### src/hdl/lat_l1_pkg.sv
/*
  Constants and carrier types for the latency-limit and L1 substate
  configuration bank. Assumes byte addressing of 32-bit dwords.
*/
package lat_l1_pkg;

  localparam int          ADDR_W = 12;
  localparam int          DATA_W = 32;

  // Dword byte offsets
  localparam logic [11:0] OFF_LTR_HDR    = 12'h230;
  localparam logic [11:0] OFF_LTR_LIMITS = 12'h234;
  localparam logic [11:0] OFF_L1_HDR     = 12'h240;
  localparam logic [11:0] OFF_L1_CAP     = 12'h244;
  localparam logic [11:0] OFF_L1_CTL1    = 12'h248;
  localparam logic [11:0] OFF_L1_CTL2    = 12'h24c;
  localparam logic [11:0] OFF_LINK_STATE = 12'h33c;

  // Extended capability header contents
  localparam logic [15:0] LTR_CAP_ID     = 16'h0018;
  localparam logic [15:0] L1_CAP_ID      = 16'h001e;
  localparam logic [3:0]  CAP_VERSION    = 4'h1;
  localparam logic [11:0] LTR_NEXT_PTR   = 12'h240;
  localparam logic [11:0] L1_NEXT_PTR    = 12'h000;

  // Field positions
  localparam int          SNOOP_VAL_LSB   = 0;
  localparam int          SNOOP_SCALE_LSB = 10;
  localparam int          NOSNP_VAL_LSB   = 16;
  localparam int          NOSNP_SCALE_LSB = 26;
  localparam int          PCIPM_L11_BIT   = 1;
  localparam int          ASPM_L11_BIT    = 3;
  localparam int          L1SS_SUP_BIT    = 4;
  localparam int          ID_LSB          = 0;
  localparam int          VER_LSB         = 16;
  localparam int          NEXT_LSB        = 20;

  // Reset values
  localparam logic [9:0]  LAT_VAL_RST     = 10'h000;
  localparam logic [2:0]  LAT_SCALE_RST   = 3'h0;
  localparam logic        PCIPM_SUP_RST   = 1'b1;
  localparam logic        ASPM_SUP_RST    = 1'b0;
  localparam logic        L1SS_SUP_RST    = 1'b1;
  localparam logic        ENABLE_RST      = 1'b0;
  localparam logic [7:0]  LINK_STATE_RST  = 8'h00;
  localparam logic [31:0] CTL2_VALUE      = 32'h0000_0000;

  typedef struct packed {
    logic [2:0] nosnoop_scale;
    logic [9:0] nosnoop_val;
    logic [2:0] snoop_scale;
    logic [9:0] snoop_val;
  } lat_limits_s;

  typedef struct packed {
    logic       pcipm_l11_sup;
    logic       aspm_l11_sup;
    logic       l1ss_sup;
    logic [7:0] link_state;
  } default_load_s;

  typedef struct packed {
    logic pcipm_l11_en;
    logic aspm_l11_en;
  } l1_enables_s;

endpackage

### src/hdl/latency_and_l1_substate_cfg.sv
/*
  Configuration register bank: latency tolerance limits capability
  (upstream port only), L1 PM substates capability and a link training
  state view. Assumes a single-cycle strobe master on clk_i with read
  data taken in the cycle after the read strobe; external default
  loading arrives as a one-cycle strobe with its data.
*/
// The implementer's own choice: the strobed register port.
// Functional notes
// - Latency header exists only on upstream port; bits 15:0 read 0018h.
// - Both capability headers read version 1 in bits 19:16.
// - Latency header next pointer reads 240h in bits 31:20.
// - Max snoop latency value bits 9:0 read-write, reset zero.
// - Max snoop latency scale bits 12:10 read-write, reset zero.
// - Max no-snoop latency value bits 25:16 read-write, reset zero.
// - Max no-snoop latency scale bits 28:26 read-write, reset zero.
// - L1 substates header bits 15:0 read 001Eh.
// - L1 substates header next pointer reads zero, ending the list.
// - Capability bit 1 PCI-PM L1.1 support, reset one, externally loadable.
// - Capability bit 3 ASPM L1.1 support, reset zero, externally loadable.
// - Capability bit 4 substates support, reset one, externally loadable.
// - Control bit 1 PCI-PM L1.1 enable, read-write, reset zero.
// - Control bit 3 ASPM L1.1 enable, read-write, reset zero.
// - Second control dword reads all zeros, writes ignored.
// - Link state bits 7:0 read-only, reset zero, externally loadable.
`timescale 1ns/10ps

module latency_and_l1_substate_cfg #(
  parameter bit UPSTREAM = 1'b1
) (
  input  wire logic                         clk_i,
  input  wire logic                         nrst_i,
  input  wire logic [lat_l1_pkg::ADDR_W-1:0] addr_i,
  input  wire logic [lat_l1_pkg::DATA_W-1:0] wdata_i,
  input  wire logic                         wr_i,
  input  wire logic                         rd_i,
  output logic      [lat_l1_pkg::DATA_W-1:0] rdata_o,
  input  wire logic                         load_i,
  input  wire lat_l1_pkg::default_load_s    load_data_i,
  input  wire logic                         state_upd_i,
  input  wire logic [7:0]                   state_i,
  output lat_l1_pkg::lat_limits_s           lat_limits_o,
  output lat_l1_pkg::l1_enables_s           l1_enables_o
);

  logic                      cap_pcipm_q;
  logic                      cap_aspm_q;
  logic                      cap_l1ss_q;
  logic [7:0]                link_state_q;
  logic [31:0]               rdata_d;

  // Dword match; low two address bits are byte lanes and ignored
  function automatic logic hit(input logic [11:0] a, input logic [11:0] off);
    hit = (a[11:2] == off[11:2]);
  endfunction

  // Any dword the bank decodes; everything else reads zero
  function automatic logic mapped(input logic [11:0] a);
    mapped = hit(a, lat_l1_pkg::OFF_LTR_HDR) || hit(a, lat_l1_pkg::OFF_LTR_LIMITS)
          || hit(a, lat_l1_pkg::OFF_L1_HDR) || hit(a, lat_l1_pkg::OFF_L1_CAP)
          || hit(a, lat_l1_pkg::OFF_L1_CTL1) || hit(a, lat_l1_pkg::OFF_L1_CTL2)
          || hit(a, lat_l1_pkg::OFF_LINK_STATE);
  endfunction

  // Latency limits: only writable bits are stored, reserved bits dropped
  always_ff @(posedge clk_i or negedge nrst_i) begin
    if (!nrst_i) begin
      lat_limits_o.snoop_val     <= lat_l1_pkg::LAT_VAL_RST;
      lat_limits_o.snoop_scale   <= lat_l1_pkg::LAT_SCALE_RST;
      lat_limits_o.nosnoop_val   <= lat_l1_pkg::LAT_VAL_RST;
      lat_limits_o.nosnoop_scale <= lat_l1_pkg::LAT_SCALE_RST;
    end else if (UPSTREAM && wr_i && hit(addr_i, lat_l1_pkg::OFF_LTR_LIMITS)) begin
      lat_limits_o.snoop_val     <= wdata_i[lat_l1_pkg::SNOOP_VAL_LSB +: 10];
      lat_limits_o.snoop_scale   <= wdata_i[lat_l1_pkg::SNOOP_SCALE_LSB +: 3];
      lat_limits_o.nosnoop_val   <= wdata_i[lat_l1_pkg::NOSNP_VAL_LSB +: 10];
      lat_limits_o.nosnoop_scale <= wdata_i[lat_l1_pkg::NOSNP_SCALE_LSB +: 3];
    end
  end

  // Substate enables steer the port's power management logic
  always_ff @(posedge clk_i or negedge nrst_i) begin
    if (!nrst_i) begin
      l1_enables_o.pcipm_l11_en <= lat_l1_pkg::ENABLE_RST;
      l1_enables_o.aspm_l11_en  <= lat_l1_pkg::ENABLE_RST;
    end else if (wr_i && hit(addr_i, lat_l1_pkg::OFF_L1_CTL1)) begin
      l1_enables_o.pcipm_l11_en <= wdata_i[lat_l1_pkg::PCIPM_L11_BIT];
      l1_enables_o.aspm_l11_en  <= wdata_i[lat_l1_pkg::ASPM_L11_BIT];
    end
  end

  // Support bits: read-only to software, only the default loader changes them
  always_ff @(posedge clk_i or negedge nrst_i) begin
    if (!nrst_i) begin
      cap_pcipm_q <= lat_l1_pkg::PCIPM_SUP_RST;
      cap_aspm_q  <= lat_l1_pkg::ASPM_SUP_RST;
      cap_l1ss_q  <= lat_l1_pkg::L1SS_SUP_RST;
    end else if (load_i) begin
      cap_pcipm_q <= load_data_i.pcipm_l11_sup;
      cap_aspm_q  <= load_data_i.aspm_l11_sup;
      cap_l1ss_q  <= load_data_i.l1ss_sup;
    end
  end

  // Loader wins over a live update in the same cycle: defaults are rare
  always_ff @(posedge clk_i or negedge nrst_i) begin
    if (!nrst_i) begin
      link_state_q <= lat_l1_pkg::LINK_STATE_RST;
    end else if (load_i) begin
      link_state_q <= load_data_i.link_state;
    end else if (state_upd_i) begin
      link_state_q <= state_i;
    end
  end

  // Read decode; unmapped offsets and reserved bits read zero
  always_comb begin
    rdata_d = '0;
    if (hit(addr_i, lat_l1_pkg::OFF_LTR_HDR)) begin
      if (UPSTREAM) begin
        rdata_d[lat_l1_pkg::ID_LSB +: 16]  = lat_l1_pkg::LTR_CAP_ID;
        rdata_d[lat_l1_pkg::VER_LSB +: 4]  = lat_l1_pkg::CAP_VERSION;
        rdata_d[lat_l1_pkg::NEXT_LSB +: 12] = lat_l1_pkg::LTR_NEXT_PTR;
      end
    end else if (hit(addr_i, lat_l1_pkg::OFF_LTR_LIMITS)) begin
      if (UPSTREAM) begin
        rdata_d[lat_l1_pkg::SNOOP_VAL_LSB +: 10]  = lat_limits_o.snoop_val;
        rdata_d[lat_l1_pkg::SNOOP_SCALE_LSB +: 3] = lat_limits_o.snoop_scale;
        rdata_d[lat_l1_pkg::NOSNP_VAL_LSB +: 10]  = lat_limits_o.nosnoop_val;
        rdata_d[lat_l1_pkg::NOSNP_SCALE_LSB +: 3] = lat_limits_o.nosnoop_scale;
      end
    end else if (hit(addr_i, lat_l1_pkg::OFF_L1_HDR)) begin
      rdata_d[lat_l1_pkg::ID_LSB +: 16]   = lat_l1_pkg::L1_CAP_ID;
      rdata_d[lat_l1_pkg::VER_LSB +: 4]   = lat_l1_pkg::CAP_VERSION;
      rdata_d[lat_l1_pkg::NEXT_LSB +: 12] = lat_l1_pkg::L1_NEXT_PTR;
    end else if (hit(addr_i, lat_l1_pkg::OFF_L1_CAP)) begin
      rdata_d[lat_l1_pkg::PCIPM_L11_BIT] = cap_pcipm_q;
      rdata_d[lat_l1_pkg::ASPM_L11_BIT]  = cap_aspm_q;
      rdata_d[lat_l1_pkg::L1SS_SUP_BIT]  = cap_l1ss_q;
    end else if (hit(addr_i, lat_l1_pkg::OFF_L1_CTL1)) begin
      rdata_d[lat_l1_pkg::PCIPM_L11_BIT] = l1_enables_o.pcipm_l11_en;
      rdata_d[lat_l1_pkg::ASPM_L11_BIT]  = l1_enables_o.aspm_l11_en;
    end else if (hit(addr_i, lat_l1_pkg::OFF_L1_CTL2)) begin
      rdata_d = lat_l1_pkg::CTL2_VALUE;
    end else if (hit(addr_i, lat_l1_pkg::OFF_LINK_STATE)) begin
      rdata_d[7:0] = link_state_q;
    end
  end

  // Read data stand for one cycle only, zero otherwise
  always_ff @(posedge clk_i or negedge nrst_i) begin
    if (!nrst_i) begin
      rdata_o <= '0;
    end else if (rd_i) begin
      rdata_o <= rdata_d;
    end else begin
      rdata_o <= '0;
    end
  end

  AST_LTR_HDR_ID: assert property (@(posedge clk_i) disable iff (!nrst_i)
    rd_i && hit(addr_i, lat_l1_pkg::OFF_LTR_HDR) |=>
      rdata_o[15:0] == (UPSTREAM ? lat_l1_pkg::LTR_CAP_ID : 16'h0000))
    else $error("latency header id wrong");

  AST_HDR_VERSION: assert property (@(posedge clk_i) disable iff (!nrst_i)
    rd_i && hit(addr_i, lat_l1_pkg::OFF_L1_HDR) |=> rdata_o[19:16] == lat_l1_pkg::CAP_VERSION)
    else $error("capability version not one");

  AST_LTR_NEXT: assert property (@(posedge clk_i) disable iff (!nrst_i)
    rd_i && UPSTREAM && hit(addr_i, lat_l1_pkg::OFF_LTR_HDR)
      |=> rdata_o[31:20] == lat_l1_pkg::LTR_NEXT_PTR)
    else $error("latency next pointer wrong");

  AST_SNOOP_WRITE: assert property (@(posedge clk_i) disable iff (!nrst_i)
    wr_i && UPSTREAM && hit(addr_i, lat_l1_pkg::OFF_LTR_LIMITS) ##1 rd_i && $stable(addr_i)
      |=> rdata_o[12:0] == $past(wdata_i[12:0], 2))
    else $error("snoop limit not written back");

  AST_NOSNOOP_HOLD: assert property (@(posedge clk_i) disable iff (!nrst_i)
    !(wr_i && hit(addr_i, lat_l1_pkg::OFF_LTR_LIMITS)) |=> $stable(lat_limits_o))
    else $error("latency limits changed without a write");

  AST_NOSNOOP_SCALE: assert property (@(posedge clk_i) disable iff (!nrst_i)
    wr_i && UPSTREAM && hit(addr_i, lat_l1_pkg::OFF_LTR_LIMITS)
      |=> lat_limits_o.nosnoop_scale == $past(wdata_i[28:26])
          && lat_limits_o.nosnoop_val == $past(wdata_i[25:16]))
    else $error("no-snoop limit wrong");

  AST_L1_HDR: assert property (@(posedge clk_i) disable iff (!nrst_i)
    rd_i && hit(addr_i, lat_l1_pkg::OFF_L1_HDR)
      |=> rdata_o == {lat_l1_pkg::L1_NEXT_PTR, lat_l1_pkg::CAP_VERSION, lat_l1_pkg::L1_CAP_ID})
    else $error("substates header wrong");

  AST_CAP_LOAD: assert property (@(posedge clk_i) disable iff (!nrst_i)
    load_i ##1 rd_i && hit(addr_i, lat_l1_pkg::OFF_L1_CAP)
      |=> rdata_o == {27'h0, $past(load_data_i.l1ss_sup, 2), $past(load_data_i.aspm_l11_sup, 2),
                      1'b0, $past(load_data_i.pcipm_l11_sup, 2), 1'b0})
    else $error("capability bits not loaded");

  AST_ENABLES: assert property (@(posedge clk_i) disable iff (!nrst_i)
    wr_i && hit(addr_i, lat_l1_pkg::OFF_L1_CTL1) |=>
      l1_enables_o == {$past(wdata_i[1]), $past(wdata_i[3])})
    else $error("substate enables not written");

  AST_CTL2_ZERO: assert property (@(posedge clk_i) disable iff (!nrst_i)
    rd_i && hit(addr_i, lat_l1_pkg::OFF_L1_CTL2) |=> rdata_o == 32'h0)
    else $error("control two not zero");

  AST_LINK_STATE: assert property (@(posedge clk_i) disable iff (!nrst_i)
    rd_i && hit(addr_i, lat_l1_pkg::OFF_LINK_STATE) |=>
      rdata_o[31:8] == 24'h0 && rdata_o[7:0] == $past(link_state_q))
    else $error("link state readback wrong");

  AST_RSVD_ZERO: assert property (@(posedge clk_i) disable iff (!nrst_i)
    rd_i && hit(addr_i, lat_l1_pkg::OFF_LTR_LIMITS) |=>
      rdata_o[15:13] == 3'h0 && rdata_o[31:29] == 3'h0)
    else $error("reserved latency bits not zero");

  // Defaults seen at the first edge after reset release
  AST_SNOOP_VAL_RST: assert property (@(posedge clk_i) disable iff (!nrst_i)
    $rose(nrst_i) |-> lat_limits_o.snoop_val == lat_l1_pkg::LAT_VAL_RST)
    else $error("snoop value not reset");

  AST_SNOOP_SCALE_RST: assert property (@(posedge clk_i) disable iff (!nrst_i)
    $rose(nrst_i) |-> lat_limits_o.snoop_scale == lat_l1_pkg::LAT_SCALE_RST)
    else $error("snoop scale not reset");

  AST_NOSNOOP_VAL_RST: assert property (@(posedge clk_i) disable iff (!nrst_i)
    $rose(nrst_i) |-> lat_limits_o.nosnoop_val == lat_l1_pkg::LAT_VAL_RST)
    else $error("no-snoop value not reset");

  AST_NOSNOOP_SCALE_RST: assert property (@(posedge clk_i) disable iff (!nrst_i)
    $rose(nrst_i) |-> lat_limits_o.nosnoop_scale == lat_l1_pkg::LAT_SCALE_RST)
    else $error("no-snoop scale not reset");

  AST_PCIPM_SUP_RST: assert property (@(posedge clk_i) disable iff (!nrst_i)
    $rose(nrst_i) |-> cap_pcipm_q == lat_l1_pkg::PCIPM_SUP_RST)
    else $error("pci-pm support not reset");

  AST_ASPM_SUP_RST: assert property (@(posedge clk_i) disable iff (!nrst_i)
    $rose(nrst_i) |-> cap_aspm_q == lat_l1_pkg::ASPM_SUP_RST)
    else $error("aspm support not reset");

  AST_L1SS_SUP_RST: assert property (@(posedge clk_i) disable iff (!nrst_i)
    $rose(nrst_i) |-> cap_l1ss_q == lat_l1_pkg::L1SS_SUP_RST)
    else $error("substates support not reset");

  AST_PCIPM_EN_RST: assert property (@(posedge clk_i) disable iff (!nrst_i)
    $rose(nrst_i) |-> l1_enables_o.pcipm_l11_en == lat_l1_pkg::ENABLE_RST)
    else $error("pci-pm enable not reset");

  AST_ASPM_EN_RST: assert property (@(posedge clk_i) disable iff (!nrst_i)
    $rose(nrst_i) |-> l1_enables_o.aspm_l11_en == lat_l1_pkg::ENABLE_RST)
    else $error("aspm enable not reset");

  AST_LINK_STATE_RST: assert property (@(posedge clk_i) disable iff (!nrst_i)
    $rose(nrst_i) |-> link_state_q == lat_l1_pkg::LINK_STATE_RST)
    else $error("link state not reset");

  AST_RDATA_RST: assert property (@(posedge clk_i) disable iff (!nrst_i)
    $rose(nrst_i) |-> rdata_o == '0)
    else $error("read data not reset");

  // Capability headers and downstream latency limits
  AST_LTR_VERSION: assert property (@(posedge clk_i) disable iff (!nrst_i)
    rd_i && UPSTREAM && hit(addr_i, lat_l1_pkg::OFF_LTR_HDR)
      |=> rdata_o[19:16] == lat_l1_pkg::CAP_VERSION)
    else $error("latency header version not one");

  AST_LTR_HDR_GONE: assert property (@(posedge clk_i) disable iff (!nrst_i)
    rd_i && !UPSTREAM && hit(addr_i, lat_l1_pkg::OFF_LTR_HDR) |=> rdata_o == '0)
    else $error("latency header seen on downstream port");

  AST_LIMITS_GONE: assert property (@(posedge clk_i) disable iff (!nrst_i)
    rd_i && !UPSTREAM && hit(addr_i, lat_l1_pkg::OFF_LTR_LIMITS) |=> rdata_o == '0)
    else $error("latency limits seen on downstream port");

  AST_DN_LIMITS_FIXED: assert property (@(posedge clk_i) disable iff (!nrst_i)
    !UPSTREAM |-> lat_limits_o == '0)
    else $error("downstream latency limits changed");

  AST_L1_ID: assert property (@(posedge clk_i) disable iff (!nrst_i)
    rd_i && hit(addr_i, lat_l1_pkg::OFF_L1_HDR) |=> rdata_o[15:0] == lat_l1_pkg::L1_CAP_ID)
    else $error("substates id wrong");

  AST_L1_NEXT: assert property (@(posedge clk_i) disable iff (!nrst_i)
    rd_i && hit(addr_i, lat_l1_pkg::OFF_L1_HDR) |=> rdata_o[31:20] == lat_l1_pkg::L1_NEXT_PTR)
    else $error("substates next pointer not zero");

  // Latency limits
  AST_SNOOP_VAL_WR: assert property (@(posedge clk_i) disable iff (!nrst_i)
    wr_i && UPSTREAM && hit(addr_i, lat_l1_pkg::OFF_LTR_LIMITS)
      |=> lat_limits_o.snoop_val == $past(wdata_i[9:0]))
    else $error("snoop value not written");

  AST_SNOOP_SCALE_WR: assert property (@(posedge clk_i) disable iff (!nrst_i)
    wr_i && UPSTREAM && hit(addr_i, lat_l1_pkg::OFF_LTR_LIMITS)
      |=> lat_limits_o.snoop_scale == $past(wdata_i[12:10]))
    else $error("snoop scale not written");

  AST_SNOOP_READBACK: assert property (@(posedge clk_i) disable iff (!nrst_i)
    rd_i && UPSTREAM && hit(addr_i, lat_l1_pkg::OFF_LTR_LIMITS)
      |=> rdata_o[12:0] == $past({lat_limits_o.snoop_scale, lat_limits_o.snoop_val}))
    else $error("snoop limit readback wrong");

  AST_NOSNOOP_READBACK: assert property (@(posedge clk_i) disable iff (!nrst_i)
    rd_i && UPSTREAM && hit(addr_i, lat_l1_pkg::OFF_LTR_LIMITS)
      |=> rdata_o[28:16] == $past({lat_limits_o.nosnoop_scale, lat_limits_o.nosnoop_val}))
    else $error("no-snoop limit readback wrong");

  // Substate enables and support bits
  AST_ENABLES_HOLD: assert property (@(posedge clk_i) disable iff (!nrst_i)
    !(wr_i && hit(addr_i, lat_l1_pkg::OFF_L1_CTL1)) |=> $stable(l1_enables_o))
    else $error("enables changed without a write");

  AST_ASPM_EN_WR: assert property (@(posedge clk_i) disable iff (!nrst_i)
    wr_i && hit(addr_i, lat_l1_pkg::OFF_L1_CTL1)
      |=> l1_enables_o.aspm_l11_en == $past(wdata_i[lat_l1_pkg::ASPM_L11_BIT]))
    else $error("aspm enable not written");

  AST_CTL1_READBACK: assert property (@(posedge clk_i) disable iff (!nrst_i)
    rd_i && hit(addr_i, lat_l1_pkg::OFF_L1_CTL1)
      |=> rdata_o == {28'h0, $past(l1_enables_o.aspm_l11_en), 1'b0,
                      $past(l1_enables_o.pcipm_l11_en), 1'b0})
    else $error("control one readback wrong");

  AST_CTL1_RSVD: assert property (@(posedge clk_i) disable iff (!nrst_i)
    rd_i && hit(addr_i, lat_l1_pkg::OFF_L1_CTL1) |=> rdata_o[31:4] == 28'h0)
    else $error("control one reserved bits set");

  AST_CAPS_HOLD: assert property (@(posedge clk_i) disable iff (!nrst_i)
    !load_i |=> $stable({cap_pcipm_q, cap_aspm_q, cap_l1ss_q}))
    else $error("support bits changed without a load");

  AST_CAPS_READBACK: assert property (@(posedge clk_i) disable iff (!nrst_i)
    rd_i && hit(addr_i, lat_l1_pkg::OFF_L1_CAP) |=> rdata_o ==
      {27'h0, $past(cap_l1ss_q), $past(cap_aspm_q), 1'b0, $past(cap_pcipm_q), 1'b0})
    else $error("capability readback wrong");

  AST_PCIPM_LOAD: assert property (@(posedge clk_i) disable iff (!nrst_i)
    load_i |=> cap_pcipm_q == $past(load_data_i.pcipm_l11_sup))
    else $error("pci-pm support not loaded");

  AST_ASPM_LOAD: assert property (@(posedge clk_i) disable iff (!nrst_i)
    load_i |=> cap_aspm_q == $past(load_data_i.aspm_l11_sup))
    else $error("aspm support not loaded");

  AST_L1SS_LOAD: assert property (@(posedge clk_i) disable iff (!nrst_i)
    load_i |=> cap_l1ss_q == $past(load_data_i.l1ss_sup))
    else $error("substates support not loaded");

  // Link state view and read port
  AST_LINK_LOAD: assert property (@(posedge clk_i) disable iff (!nrst_i)
    load_i && !state_upd_i |=> link_state_q == $past(load_data_i.link_state))
    else $error("link state not loaded");

  AST_LOAD_OVER_UPDATE: assert property (@(posedge clk_i) disable iff (!nrst_i)
    load_i && state_upd_i |=> link_state_q == $past(load_data_i.link_state))
    else $error("live update beat the loader");

  AST_LINK_UPD: assert property (@(posedge clk_i) disable iff (!nrst_i)
    state_upd_i && !load_i |=> link_state_q == $past(state_i))
    else $error("live link state not taken");

  AST_LINK_HOLD: assert property (@(posedge clk_i) disable iff (!nrst_i)
    !load_i && !state_upd_i |=> $stable(link_state_q))
    else $error("link state changed on its own");

  AST_RDATA_IDLE: assert property (@(posedge clk_i) disable iff (!nrst_i)
    !rd_i |=> rdata_o == '0)
    else $error("read data outside the read slot");

  AST_UNMAPPED_ZERO: assert property (@(posedge clk_i) disable iff (!nrst_i)
    rd_i && !mapped(addr_i) |=> rdata_o == '0)
    else $error("unmapped read not zero");

  AST_CAP_RSVD: assert property (@(posedge clk_i) disable iff (!nrst_i)
    rd_i && hit(addr_i, lat_l1_pkg::OFF_L1_CAP) |=> rdata_o[31:5] == 27'h0)
    else $error("capability reserved bits set");

endmodule // latency_and_l1_substate_cfg

### config.mk
export PLATFORM = sky130hd
export DESIGN_NAME = latency_and_l1_substate_cfg
export DESIGN_NICKNAME = d
export VERILOG_FILES = /design/src/hdl/lat_l1_pkg.sv /design/src/hdl/latency_and_l1_substate_cfg.sv
export SDC_FILE = /design/constraint.sdc
export NUM_CORES = 1
export LEC_CHECK = 0
export BUFFER_PORTS_ARGS = -buffer_cell sky130_fd_sc_hd__buf_2
export CORE_MARGIN = 5
export CORE_UTILIZATION = 40
export CTS_BUF_LIST = sky130_fd_sc_hd__clkbuf_8
export CTS_CLUSTER_DIAMETER = 100
export CTS_CLUSTER_SIZE = 24
export DETAILED_ROUTE_END_ITERATION = 6
export PLACE_DENSITY = 0.72
export SLEW_MARGIN = 20
export SYNTH_ARGS = -nofsm -noshare
export SYNTH_HDL_FRONTEND = slang
export SYNTH_SLANG_ARGS = --single-unit
### constraint.sdc
create_clock -name clk_i -period 1.5 [get_ports clk_i]
set_input_delay 0.225 -clock clk_i [delete_from_list [all_inputs] [get_ports clk_i]]
set_output_delay 0.225 -clock clk_i [all_outputs]
set_load 0.01 [all_outputs]
=== Word level (Yosys, flattened, before mapping) ===
Index checks and enable logic that the tools add are counted.

* Register bits after elaboration: 71
* Bits in latches: 0
* RAM bits: 0
* Bits in read-only memories: 0
* Output and inout port bits: 60
* Logic and storage cells: 42
* Memories kept: 0

* $add $sub $neg: 0
* Multipliers: 0
* Divide/modulo/power cells: 0
* $lt $le $gt $ge: 0
* Eq/ne operators: 7
* Shift operators: 0
* Multiplexer cells: 21
* Bitwise logic cells: 0
* Reduce and logical (&&, ||, !) cells: 3

{| class="wikitable"
|+ Operators by type and width
! kind !! count
|-
| $mux 32 || 3
|-
| $eq 10x8->1 const B || 7
|-
| $mux 8 || 4
|-
| $mux 13 || 2
|-
| $mux 3 || 3
|-
| $mux 1 || 7
|-
| $mux 4 || 1
|-
| $logic_and 1x1->1 || 2
|-
| $mux 2 || 1
|-
| $reduce_bool 2->1 || 1
|}

=== Depth between registers and ports, before layout ===
Gate-level depths: netlist of run 1.

* Depth after elaboration: 9
* Mapped depth: 5
* Depth with buffers taken out: 4

=== Least setup slack after synthesis of run 1 ===
Ideal clock, no wire load.

* Path kind: input port to flip-flop
* Start point: in addr_i[11] in the netlist's numbering
* End point: reg lat_limits_o[10] in the netlist's numbering
* Arrival: 1.603 ns
* Data required time: 1.375 ns
* Slack: -0.228 ns
* Cell stages on the path: 5
* Buffers on the path: 1
* Cells stage by stage: or4b_4 > nor3_4 > nand3_4 > buf_6 > mux2_4

* Word-level cells in the longest chain between the ends: 2

{| class="wikitable"
|+ Ends and longest elaborated chain
! what !! RTL line !! source
|-
| start: declaration || latency_and_l1_substate_cfg.sv:33 || <nowiki>input wire logic [lat_l1_pkg::ADDR_W-1:0] addr_i,</nowiki>
|-
| $eq 10x8->1 || latency_and_l1_substate_cfg.sv:54 || <nowiki>hit = (a[11:2] == off[11:2]);</nowiki>
|-
| $logic_and 1x1->1 || latency_and_l1_substate_cfg.sv:72 || <nowiki>end else if (UPSTREAM && wr_i && hit(addr_i, lat_l1_pkg::OFF_LTR_LIMITS)) begin</nowiki>
|-
| end: declaration || latency_and_l1_substate_cfg.sv:42 || <nowiki>output lat_l1_pkg::lat_limits_s lat_limits_o,</nowiki>
|}

Every way passes these cells.
A chain may end at the register's enable or synchronous reset.

=== Final worst setup path of run 1 ===
* Start point: in addr_i[11] in the netlist's numbering
* End point: reg lat_limits_o[17] in the netlist's numbering

The elaborated chain is that of the path after synthesis.

==> impl_metrics.ini, run 1 <==
[cells_and_area]
diodes = 0
final_area_um2 = 3874
drive_above_1_share_pct = 53.78
fin_util_pct = 56.70
nFillCells = 605
syn_to_final_growth_pct = 37.78
nets = 421

[floorplanning]
num_rows = 30
start_util_pct = 41.15
die_area_um2 = 8805
fp.dieH_um = 93.84
io_pins = 129
die_x_um = 93.84
core_area_um2 = 6832

[worst_setup_path]
timing.reg2reg.setup_slack_ns = 0.34
cp.buffers_inverters = 2
timing.critical_path.max_delay_family = simple AND/OR/NAND/NOR gates
cp_cell_sequence = buf_2 -> or4b_4 -> nor3_4 -> nand3_4 -> buf_12 -> mux2_4
crit_fanout = 18
required_ns = 1.72
crit_path_max_incr_delay_ns = 0.57
arrival_ns = 1.68
start_kind = primary input
endpoint_kind = flop
cp_slowest_cell = or4b_4
criticalPathCategory = in -> reg

[sta]
slew_violations = 0
fin_crit_ns = 1.466
rsz0062_at_grt = no
max_freq_mhz = 682.2
hold_ws_ns = 0.09058
finalHoldViolCount = 0
period_share_pct = 97.72
finalSetupViolations = 0
clock_skew_ns = 0.005721

[clock_tree]
clock_path_buffers = 2
cts_buffers = 9
clock-sinks = 66
cts_tree = yes
clk_pin_slew_ns = 0.08
cts-root-buf = clkbuf_8
clk_latency_ns = 0.34
htreeDepth = 3

[drt]
avgViaCountPerCell = 4.651
drtIter0Drc = 34
vias = 2107
drt-total-wl_um = 6523
dr.pass1.iters = 4
remaining_drc_errors = 0
ant_nets = 0
post_drt_wl_per_cell_um = 14.40

[job]
drv_cap = 0

[hold_path]
hold_path_class = in -> reg

[synth]
synth_area_leader_cell = dfrtp_1
ys_seq_elements = 66
yosysUniqueCellTypes = 39
synth_area_leaders = dfrtp_1 (57%), mux2_4 (11%), mux2_2 (4.4%), and2_1 (3.6%), mux2i_1 (2.8%)
yosysWarnings = 0
syn_area_um2 = 2811
syn_avg_cell_area_um2 = 13.20
synth.top_cell.area_share_pct = 56.96
syn_inst = 213
yosysSeqAreaShare_pct = 58.83

[status]
status = finished clean

[power_and_ir_drop]
powerDensity_nw_per_um2 = 981.2
power.leakage_uw = 0.002154
ir_worst_vdd_uv = 441.3

[placement]
place_area_um2 = 3633
gp_congestion = 0.8752
hpwlAfterDp_um = 5006
numPortBuffers = 115

[global_routing]
antenna_found_initial = 0
grt.total_usage_pct = 15.27
grt_pass1_vias = 2130
grt_max_degree = 67
grt_pass1_wl_um = 10250
grt_overflow_total = 0
-- area by class of cell --
class | instances | area [um2] | area share (%)
timing repair buffer | 137 | 780.7 | 20.16
inverter | 4 | 15.01 | 0.3876
multi-input combinational | 134 | 1079 | 27.84
clock inverter | 7 | 101.3 | 2.616
clock buffer | 9 | 123.9 | 3.198
sequential | 66 | 1654 | 42.70
tap | 96 | 120.1 | 3.101
-- power by group --
part	switching (uW)	internal, uW	total (uW)	leakage (uW)
sequential	26.1	1820	1850	0.000897
clock	723	946	1670	0.000106
combinational	144	140	284	0.00115
total	893	2910	3800	0.00215
-- worst min-delay path, cell delays in order --
cell	delay, ns
buf_2	0.07
nand2_1	0.04
o21ai_0	0.05
-- layout by cell type (no fill, tap or decap), drive strengths merged, types with 2 or more instances in the layout --
master	instances
nor3	4
a221oi	3
nor2b	2
nand2	15
dfrtp	64
nand3	4
buf	136
a21oi	6
mux2i	8
clkinv	2
nand4	2
a22oi	5
nor2	8
clkbuf	9
dfstp	2
inv	5
clkinvlp	2
bufinv	2
mux2	31
conb	5
and2	16
nor4b	2
o21ai	11
-- Yosys cell counts --
cell and count:
or3b_2 1, nand3_1 3, conb_1 1, a221oi_1 3, nand2_1 15, nor3_2 1
buf_1 1, o21a_1 1, mux2i_1 8, nand3_4 1, dfrtp_1 64, mux2_2 11
buf_4 5, clkbuf_1 4, nor3_1 2, nor3_4 1, nor4_2 1, and3_1 1
buf_6 2, a22oi_1 5, dfstp_2 2, nor4b_1 2, nor2_1 8, mux2_4 20
a21o_1 1, o22ai_1 1, clkbuf_2 1, nand4_1 2, o22a_1 1, o21ai_0 11
a21oi_1 6, nor3b_1 1, a22o_1 1, nor2b_1 2, and2_1 16, and3b_1 1
inv_1 4, nand3b_1 1, or4b_4 1
-- state kept, by name, indices dropped and copies added, names as in the netlist --
signal and flops:
lat_limits_o 26, cap_pcipm_q 1, cap_l1ss_q 1, cap_aspm_q 1
rdata_o 27, l1_enables_o 2, link_state_q 8
-- metrics by stage --
stage | std cells | worst slack, ns | total power (uW) | setup TNS [ns]
after floorplan | 217 | -0.2280 | 1994 | -5.948
after global placement | 436 | -0.2876 | 2163 | -13.83
after CTS | 453 | 0.01976 | 3848 | 0
after global routing | 453 | 0.004764 | 3974 | 0
after detailed placement | 436 | -0.3272 | 2169 | -15.22
final | 453 | 0.03420 | 3801 | 0
-- cell families (layout without fill, tap and decap cells) --
kind of cell           Yosys count  in the layout  synth area share [%]
AOI/OAI and AO/OA               30             30                 6.676
buffers and inverters           17            157                 3.515
DFF                             66             66                 58.83
muxes                           39             39                 17.94
other                            1              5                0.1334
and+or+nand+nor                 60             60                 12.91
-- what timing repair did --
item	CTS	global route
resized for setup	0	2
hold endpoints to repair	64	0
hold buffers	1	0
setup buffers	0	0
endpoints found under the setup margin	0	2
-- per-layer routing --
layer  up-vias  routed length, um  GRT usage, %
met5         -                  0             0
met2        78               3099         24.66
met4         0                110         7.461
met1       998               2854         18.85
li1       1021                  -             -
met3        10                458         4.087
-- path summary, 6_finish.rpt --
kind | startpoint | end | cells after the start
setup / recovery | addr_i[11] | lat_limits_o[17]$_DFFE_PN0P_ | 6
hold / removal | load_data_i[7] | link_state_q[7]$_DFFE_PN0P_ | 3
setup reg to reg | cap_pcipm_q$_DFFE_PN1P_ | rdata_o[1]$_DFF_PN0_ | 3
hold reg to reg | lat_limits_o[14]$_DFFE_PN0P_ | rdata_o[17]$_DFF_PN0_ | 1
max in group asynchronous | nrst_i | cap_pcipm_q$_DFFE_PN1P_ | 3
min in group asynchronous | nrst_i | rdata_o[10]$_DFF_PN0_ | 3
Note: power is estimated with default switching activity, not from simulation.
==> run 2, diff against run 1 <==
Settings changed: ABC_AREA from default to 1.
==> run 2 against run 1 <==
Sequential power is essentially flat. Wire length is 9.4% higher. Register-to-register slack improved by 0.18 ns. Combinational power down 4%. Clock-buffer cell count rose by 1. Hold slack improved by 0.0069 ns. Die area grew 1.5%. Cell count is 20% higher. Largest power group unchanged.
==> impl_metrics.ini, run 2 <==
[worst_setup_path]
required_ns = 1.71
start_kind = primary input
crit_path_max_incr_delay_ns = 0.22
cp.buffers_inverters = 2
crit_path_frequent_cell = nand2_4
cp_cell_sequence = buf_2 -> nor2_1 -> nand2_2 -> nor2_8 -> nand2_4 -> clkinv_4 -> nand2_4 -> nand2_1 -> o21ai_0
arrival_ns = 1.37
r2r_start = cap_pcipm_q$_DFFE_PN1P_
criticalPathCategory = in -> reg
endpoint_kind = flop
timing.reg2reg.setup_slack_ns = 0.52
cp_slowest_cell = nand2_4
rr_endpoint = rdata_o[1]$_DFF_PN0_
r2r_cells = 4
crit_fanout = 28
timing.critical_path.max_delay_family = simple AND/OR/NAND/NOR gates

[synth]
post-synth-top-count-cell = nand2_1
synthArstFlopShare_pct = 100.0
synth_area_leader_cell = dfrtp_1
dominantRegCellSynth = dfrtp_1
syn_avg_cell_area_um2 = 8.875
synth_edf_count = 0
synth_area_leaders = dfrtp_1 (56%), nand2_1 (15%), nand3_1 (8.1%), nor2_1 (3.4%), buf_4 (2.4%)
syn_area_um2 = 2858
ys_seq_elements = 66
synth_common_cells = nand2_1 (112), dfrtp_1 (64), nand3_1 (46)
synth.top_cell.area_share_pct = 56.04
yosysSeqAreaShare_pct = 57.88
yosysWarnings = 0
syn_inst = 322
yosysUniqueCellTypes = 28

[clock_tree]
clk_pin_slew_ns = 0.07
cts_tree = yes
cts_resized = 0
clock_path_buffers = 2
cts_buffers = 9
clock-sinks = 66
htreeDepth = 3
cts-root-buf = clkbuf_8
clk_latency_ns = 0.33

[cells_and_area]
nets = 512
instances_no_fill = 544
top_regs = rdata_o x27, lat_limits_o x26, link_state_q x8
diodes = 0
layout_commonest_cell = buf_2
final_cell_mix = buf_2 (115), nand2_1 (112), dfrtp_1 (64)
top_register = rdata_o
drive_above_1_share_pct = 35.04
largest_register_ffs = 27
final_area_um2 = 3775
syn_to_final_growth_pct = 32.09

[placement]
numPortBuffers = 115
hpwlAfterDp_um = 5435
place_area_um2 = 3546
gp_congestion = 0.8750
pre_cts_slack_ns = -0.02707
dp_cells = 527

[power_and_ir_drop]
p_switching_uw = 826.0
intPower_uw = 2908
powerDensity_nw_per_um2 = 989.2
pwr-share-comb_pct = 7.3
power.leakage_uw = 0.002201
p_sw_share_pct = 22.12
ir_worst_vdd_uv = 622.3
pwr-share-seq_pct = 49.6
clkPwrFrac_pct = 43.1

[floorplanning]
num_rows = 30
die_area_um2 = 8935
start_util_pct = 41.60
io_pins = 129
core_area_um2 = 6869
fp.dieH_um = 94.53
die_x_um = 94.53

[drt]
remaining_drc_errors = 0
post_drt_wl_per_cell_um = 13.12
drt-total-wl_um = 7138
ant_nets = 0
dr.pass1.iters = 4
avgViaCountPerCell = 4.535
drtIter0Drc = 70
vias = 2467

[hold_path]
hold_path_class = in -> reg
worstHoldStart = state_i[1]
min_delay_worst_endpoint = link_state_q[1]$_DFFE_PN0P_
whs_path_depth = 3

[sta]
layout_setup_ws_ns = 0.3354
finalSetupViolations = 0
clock_skew_ns = 0.008999
slew_violations = 0
worst_slew_pin_slew_ns = 0.5393
max_freq_mhz = 858.6
rsz0062_at_grt = no
period_share_pct = 77.64
fin_crit_ns = 1.165
slew_headroom_pct = 63.91
finalHoldViolCount = 0

[global_routing]
grt_pass1_vias = 2401
grt_max_degree = 67
grt.total_usage_pct = 16.28
antenna_found_initial = 0
grt_overflow_total = 0
grt_pass1_wl_um = 11320

[status]
status = finished clean

[job]
drv_cap = 0
==> run 2: cell types whose count changed in the layout (fill, tap and decap cells not counted), moves of 4 or more <==
cell	change
a22oi_1	-5
and2_1	-15
buf_4	-13
inv_1	+11
inv_2	+4
mux2_2	-8
mux2_4	-20
mux2i_1	-8
nand2_1	+97
nand3_1	+43
nor2_1	+18
o211ai_1	+4
==> run 2: logic make-up (layout without fill, tap and decap cells) <==
family,Yosys count,count (layout),share of synthesized area [%]
AND/OR/NAND/NOR,196,196,30.25
buffers and inverters,37,159,6.873
multiplexers,3,3,1.182
flip-flops,66,66,57.88
other,1,5,0.1312
AO/OA/AOI/OAI,19,19,3.677
==> run 2: worst max-delay path by stage <==
stage | start | depth (start not counted) | to
2_1_floorplan | addr_i[7] | 9 | lat_limits_o[10]$_DFFE_PN0P_
3_3_place_gp | addr_i[3] | 9 | lat_limits_o[3]$_DFFE_PN0P_
3_5_place_dp | addr_i[7] | 9 | lat_limits_o[3]$_DFFE_PN0P_
4_1_cts | addr_i[7] | 9 | lat_limits_o[3]$_DFFE_PN0P_
5_1_grt | addr_i[7] | 9 | lat_limits_o[1]$_DFFE_PN0P_
6_report | addr_i[7] | 9 | lat_limits_o[3]$_DFFE_PN0P_
==> run 2: layer usage <==
| layer | global-route usage (%) | part of all wire [%] | wire length (um) | vias to the layer above |
|---|---|---|---|---|
| li1 | - | - | - | 1255 |
| met3 | 3.347 | 5.6 | 403 | 8 |
| met4 | 5.409 | 1.3 | 93 | 0 |
| met1 | 21.64 | 44 | 3157 | 1128 |
| met2 | 26.65 | 49 | 3484 | 76 |
| met5 | 0 | 0 | 0 | - |
==> run 2: final cells by class <==
| class | count | area [um2] |
|---|---|---|
| inverter | 19 | 76.32 |
| clock buffer | 10 | 137.6 |
| tap | 96 | 120.1 |
| clock inverter | 6 | 81.33 |
| sequential | 66 | 1654 |
| timing repair buffer | 124 | 683.2 |
| fill | 692 | 3094 |
| multi-input combinational | 223 | 1022 |
==> run 2: power by group through the flow <==
stage               sequential (uW)  clock [uW]  combinational (uW)
floorplan                      1880           0                 112
global placement               1880           0                 271
detailed placement             1890           0                 276
CTS                            1850        1650                 279
global route                   1860        1720                 310
finish                         1850        1610                 273
==> run 2: tightest hold or removal path, delay by kind of cell <==
| kind | cells | cell delay [ns] |
|---|---|---|
| AND/OR/NAND/NOR | 2 | 0.09 |
| buffers and inverters | 1 | 0.07 |
==> run 2: timing repair <==
item                                   in CTS  in global routing
hold buffers                                1                  0
endpoints found under the hold margin      64                  0
setup buffers                               0                  0
==> run 2: metrics by stage <==
stage / power, uW / hold slack [ns] / utilization, % / TNS (ns)
6_report: 3734 / 0.09747 / 54.95 / 0
5_1_grt: 3887 / 0.09204 / 54.95 / 0
2_1_floorplan: 1993 / -0.07059 / - / 0
3_5_place_dp: 2162 / 0.2730 / 51.62 / -0.03711
3_3_place_gp: 2154 / 0.2606 / 51.62 / 0
4_1_cts: 3780 / 0.08298 / 54.95 / 0
==> run 3, diff against run 2 <==
Settings changed: PLACE_DENSITY 0.72 to 0.74.
Clock period 1.5 ns to 1 ns, I/O delays scaled along.
==> run 3 against run 2 <==
The flow now finishes with violations (negative setup slack). Critical path depth is 8 lower. Sequential share of layout area shrank 4.0 points. Combinational power rose by 74%. Power is 54% higher. Cell area increased by 10%. Global-route usage up 2.2 points. Register-to-register slack worse by 0.51 ns. Hold slack got worse by 0.081 ns. Wire length grew 9.7%. Clock power grew 56%. Non-clock buffer count increased by 38. Largest cell class unchanged. Highest routed layer unchanged.
==> impl_metrics.ini, run 3 (synthesized netlist as in run 2, its figures left out) <==
[floorplanning]
io_pins = 129
die_area_um2 = 8935
core_area_um2 = 6869
start_util_pct = 41.60
die_x_um = 94.53
num_rows = 30
fp.dieH_um = 94.53

[sta]
fin_crit_ns = 1.074
layout_setup_ws_ns = -0.07398
hold_ws_ns = 0.01623
finalSetupViolations = 30
rsz0062_at_grt = yes
clock_skew_ns = 0.007644
worst_slew_pin_slew_ns = 0.5441
slew_headroom_pct = 63.59
finalHoldViolCount = 0
max_freq_mhz = 931.1
period_share_pct = 107.4
slew_violations = 0

[cells_and_area]
largest_register_ffs = 27
nets = 550
top_register = rdata_o
diodes = 0
top_regs = rdata_o x27, lat_limits_o x26, link_state_q x8
drive_above_1_share_pct = 41.56
nFillCells = 618
layout_commonest_cell = nand2_1
syn_to_final_growth_pct = 45.49
final_cell_mix = nand2_1 (111), buf_2 (108), dfrtp_1 (64)

[placement]
hpwlAfterDp_um = 5805
numPortBuffers = 115
gp_congestion = 0.8901

[clock_tree]
clock-sinks = 66
cts_tree = yes
clock_path_buffers = 2
htreeDepth = 3
clk_latency_ns = 0.33
cts_buffers = 9
cts-root-buf = clkbuf_8
clk_pin_slew_ns = 0.07

[global_routing]
grt.total_usage_pct = 18.49
grt_pass1_wl_um = 12770
grt_overflow_total = 0
grt_max_degree = 29
grt_pass1_vias = 2785
antenna_found_initial = 0

[worst_setup_path]
crit_fanout = 3
start_kind = flop
crit_path_max_incr_delay_ns = 0.43
arrival_ns = 0.92
cp.buffers_inverters = 1
rr_endpoint = rdata_o[4]$_DFF_PN0_
r2r_cells = 5
cp_slowest_cell = dfrtp_1
timing.reg2reg.setup_slack_ns = 0.01
endpoint_kind = output port
criticalPathCategory = reg -> out
r2r_start = lat_limits_o[4]$_DFFE_PN0P_
required_ns = 0.85
cp_cell_sequence = buf_2
timing.critical_path.max_delay_family = flip-flops

[hold_path]
hold_path_class = in -> reg
worstHoldStart = state_i[7]
min_delay_worst_endpoint = link_state_q[7]$_DFFE_PN0P_
whs_path_depth = 3

[status]
status = complete, but fails checks
failed_checks = negative setup slack

[job]
drv_cap = 0

[drt]
remaining_drc_errors = 0
dr.pass1.iters = 4
vias = 2717
drtIter0Drc = 107
post_drt_wl_per_cell_um = 13.46
ant_nets = 0
avgViaCountPerCell = 4.668
drt-total-wl_um = 7831

[power_and_ir_drop]
power.leakage_uw = 0.002404
ir_worst_vdd_uv = 722.6
finalPower_uw = 5756
powerDensity_nw_per_um2 = 1384
==> run 3: stage by stage <==
stage / setup WS (ns) / instances / TNS, ns / instance area [um2] / util [%]
final: -0.07398 / 582 / -0.4952 / 4158 / 60.53
after global routing: -0.1090 / 582 / -2.067 / 4158 / 60.53
after CTS: -0.09034 / 580 / -0.9555 / 4099 / 59.67
after detailed placement: -0.2542 / 538 / -10.74 / 3662 / 53.32
after global placement: -0.2009 / 538 / -9.255 / 3662 / 53.32
after floorplan: -0.04352 / 326 / -0.8702 / 2907 / -
==> run 3: worst max-delay path by stage <==
| stage | endpoint | slack, ns | cells past startpoint | from |
|---|---|---|---|---|
| after floorplan | lat_limits_o[10]$_DFFE_PN0P_ | -0.04 | 9 | addr_i[7] |
| after global placement | rdata_o[0]$_DFF_PN0_ | -0.20 | 7 | addr_i[7] |
| after detailed placement | rdata_o[9]$_DFF_PN0_ | -0.25 | 9 | addr_i[7] |
| after CTS | lat_limits_o[3] | -0.09 | 1 | lat_limits_o[3]$_DFFE_PN0P_ |
| after global routing | lat_limits_o[3] | -0.11 | 1 | lat_limits_o[3]$_DFFE_PN0P_ |
| final | lat_limits_o[3] | -0.07 | 1 | lat_limits_o[3]$_DFFE_PN0P_ |
==> run 3: cell type report <==
| cell class | count | area (um2) | area share, % |
|---|---|---|---|
| timing repair buffer | 162 | 1016 | 24.44 |
| multi-input combinational | 223 | 1062 | 25.55 |
| clock inverter | 6 | 88.84 | 2.137 |
| inverter | 19 | 78.83 | 1.896 |
| clock buffer | 10 | 137.6 | 3.310 |
| sequential | 66 | 1654 | 39.78 |
| tap | 96 | 120.1 | 2.889 |
==> run 3: what timing repair did <==
| item | CTS | global route |
|---|---|---|
| setup endpoints to repair | 38 | 55 |
| endpoints found under the hold margin | 64 | 0 |
| setup buffers | 25 | 2 |
| hold buffers | 1 | 0 |
| pin swaps | 0 | 0 |
| resized for setup | 2 | 9 |
| gates cloned | 0 | 0 |
==> run 3: power breakdown <==
group	switching [uW]	internal [uW]	total [uW]
Combinational	267	208	475
Sequential	40.6	2730	2770
Clock	1030	1480	2510
Total	1340	4420	5760
==> run 3: routing by layer <==
layer | vias to the layer above | track usage, % | part of all wire [%]
met5 | - | 0 | 0
met4 | 0 | 9.375 | 3.1
met3 | 18 | 3.347 | 4.9
met2 | 90 | 30.26 | 50
met1 | 1268 | 23.48 | 42
li1 | 1341 | - | -
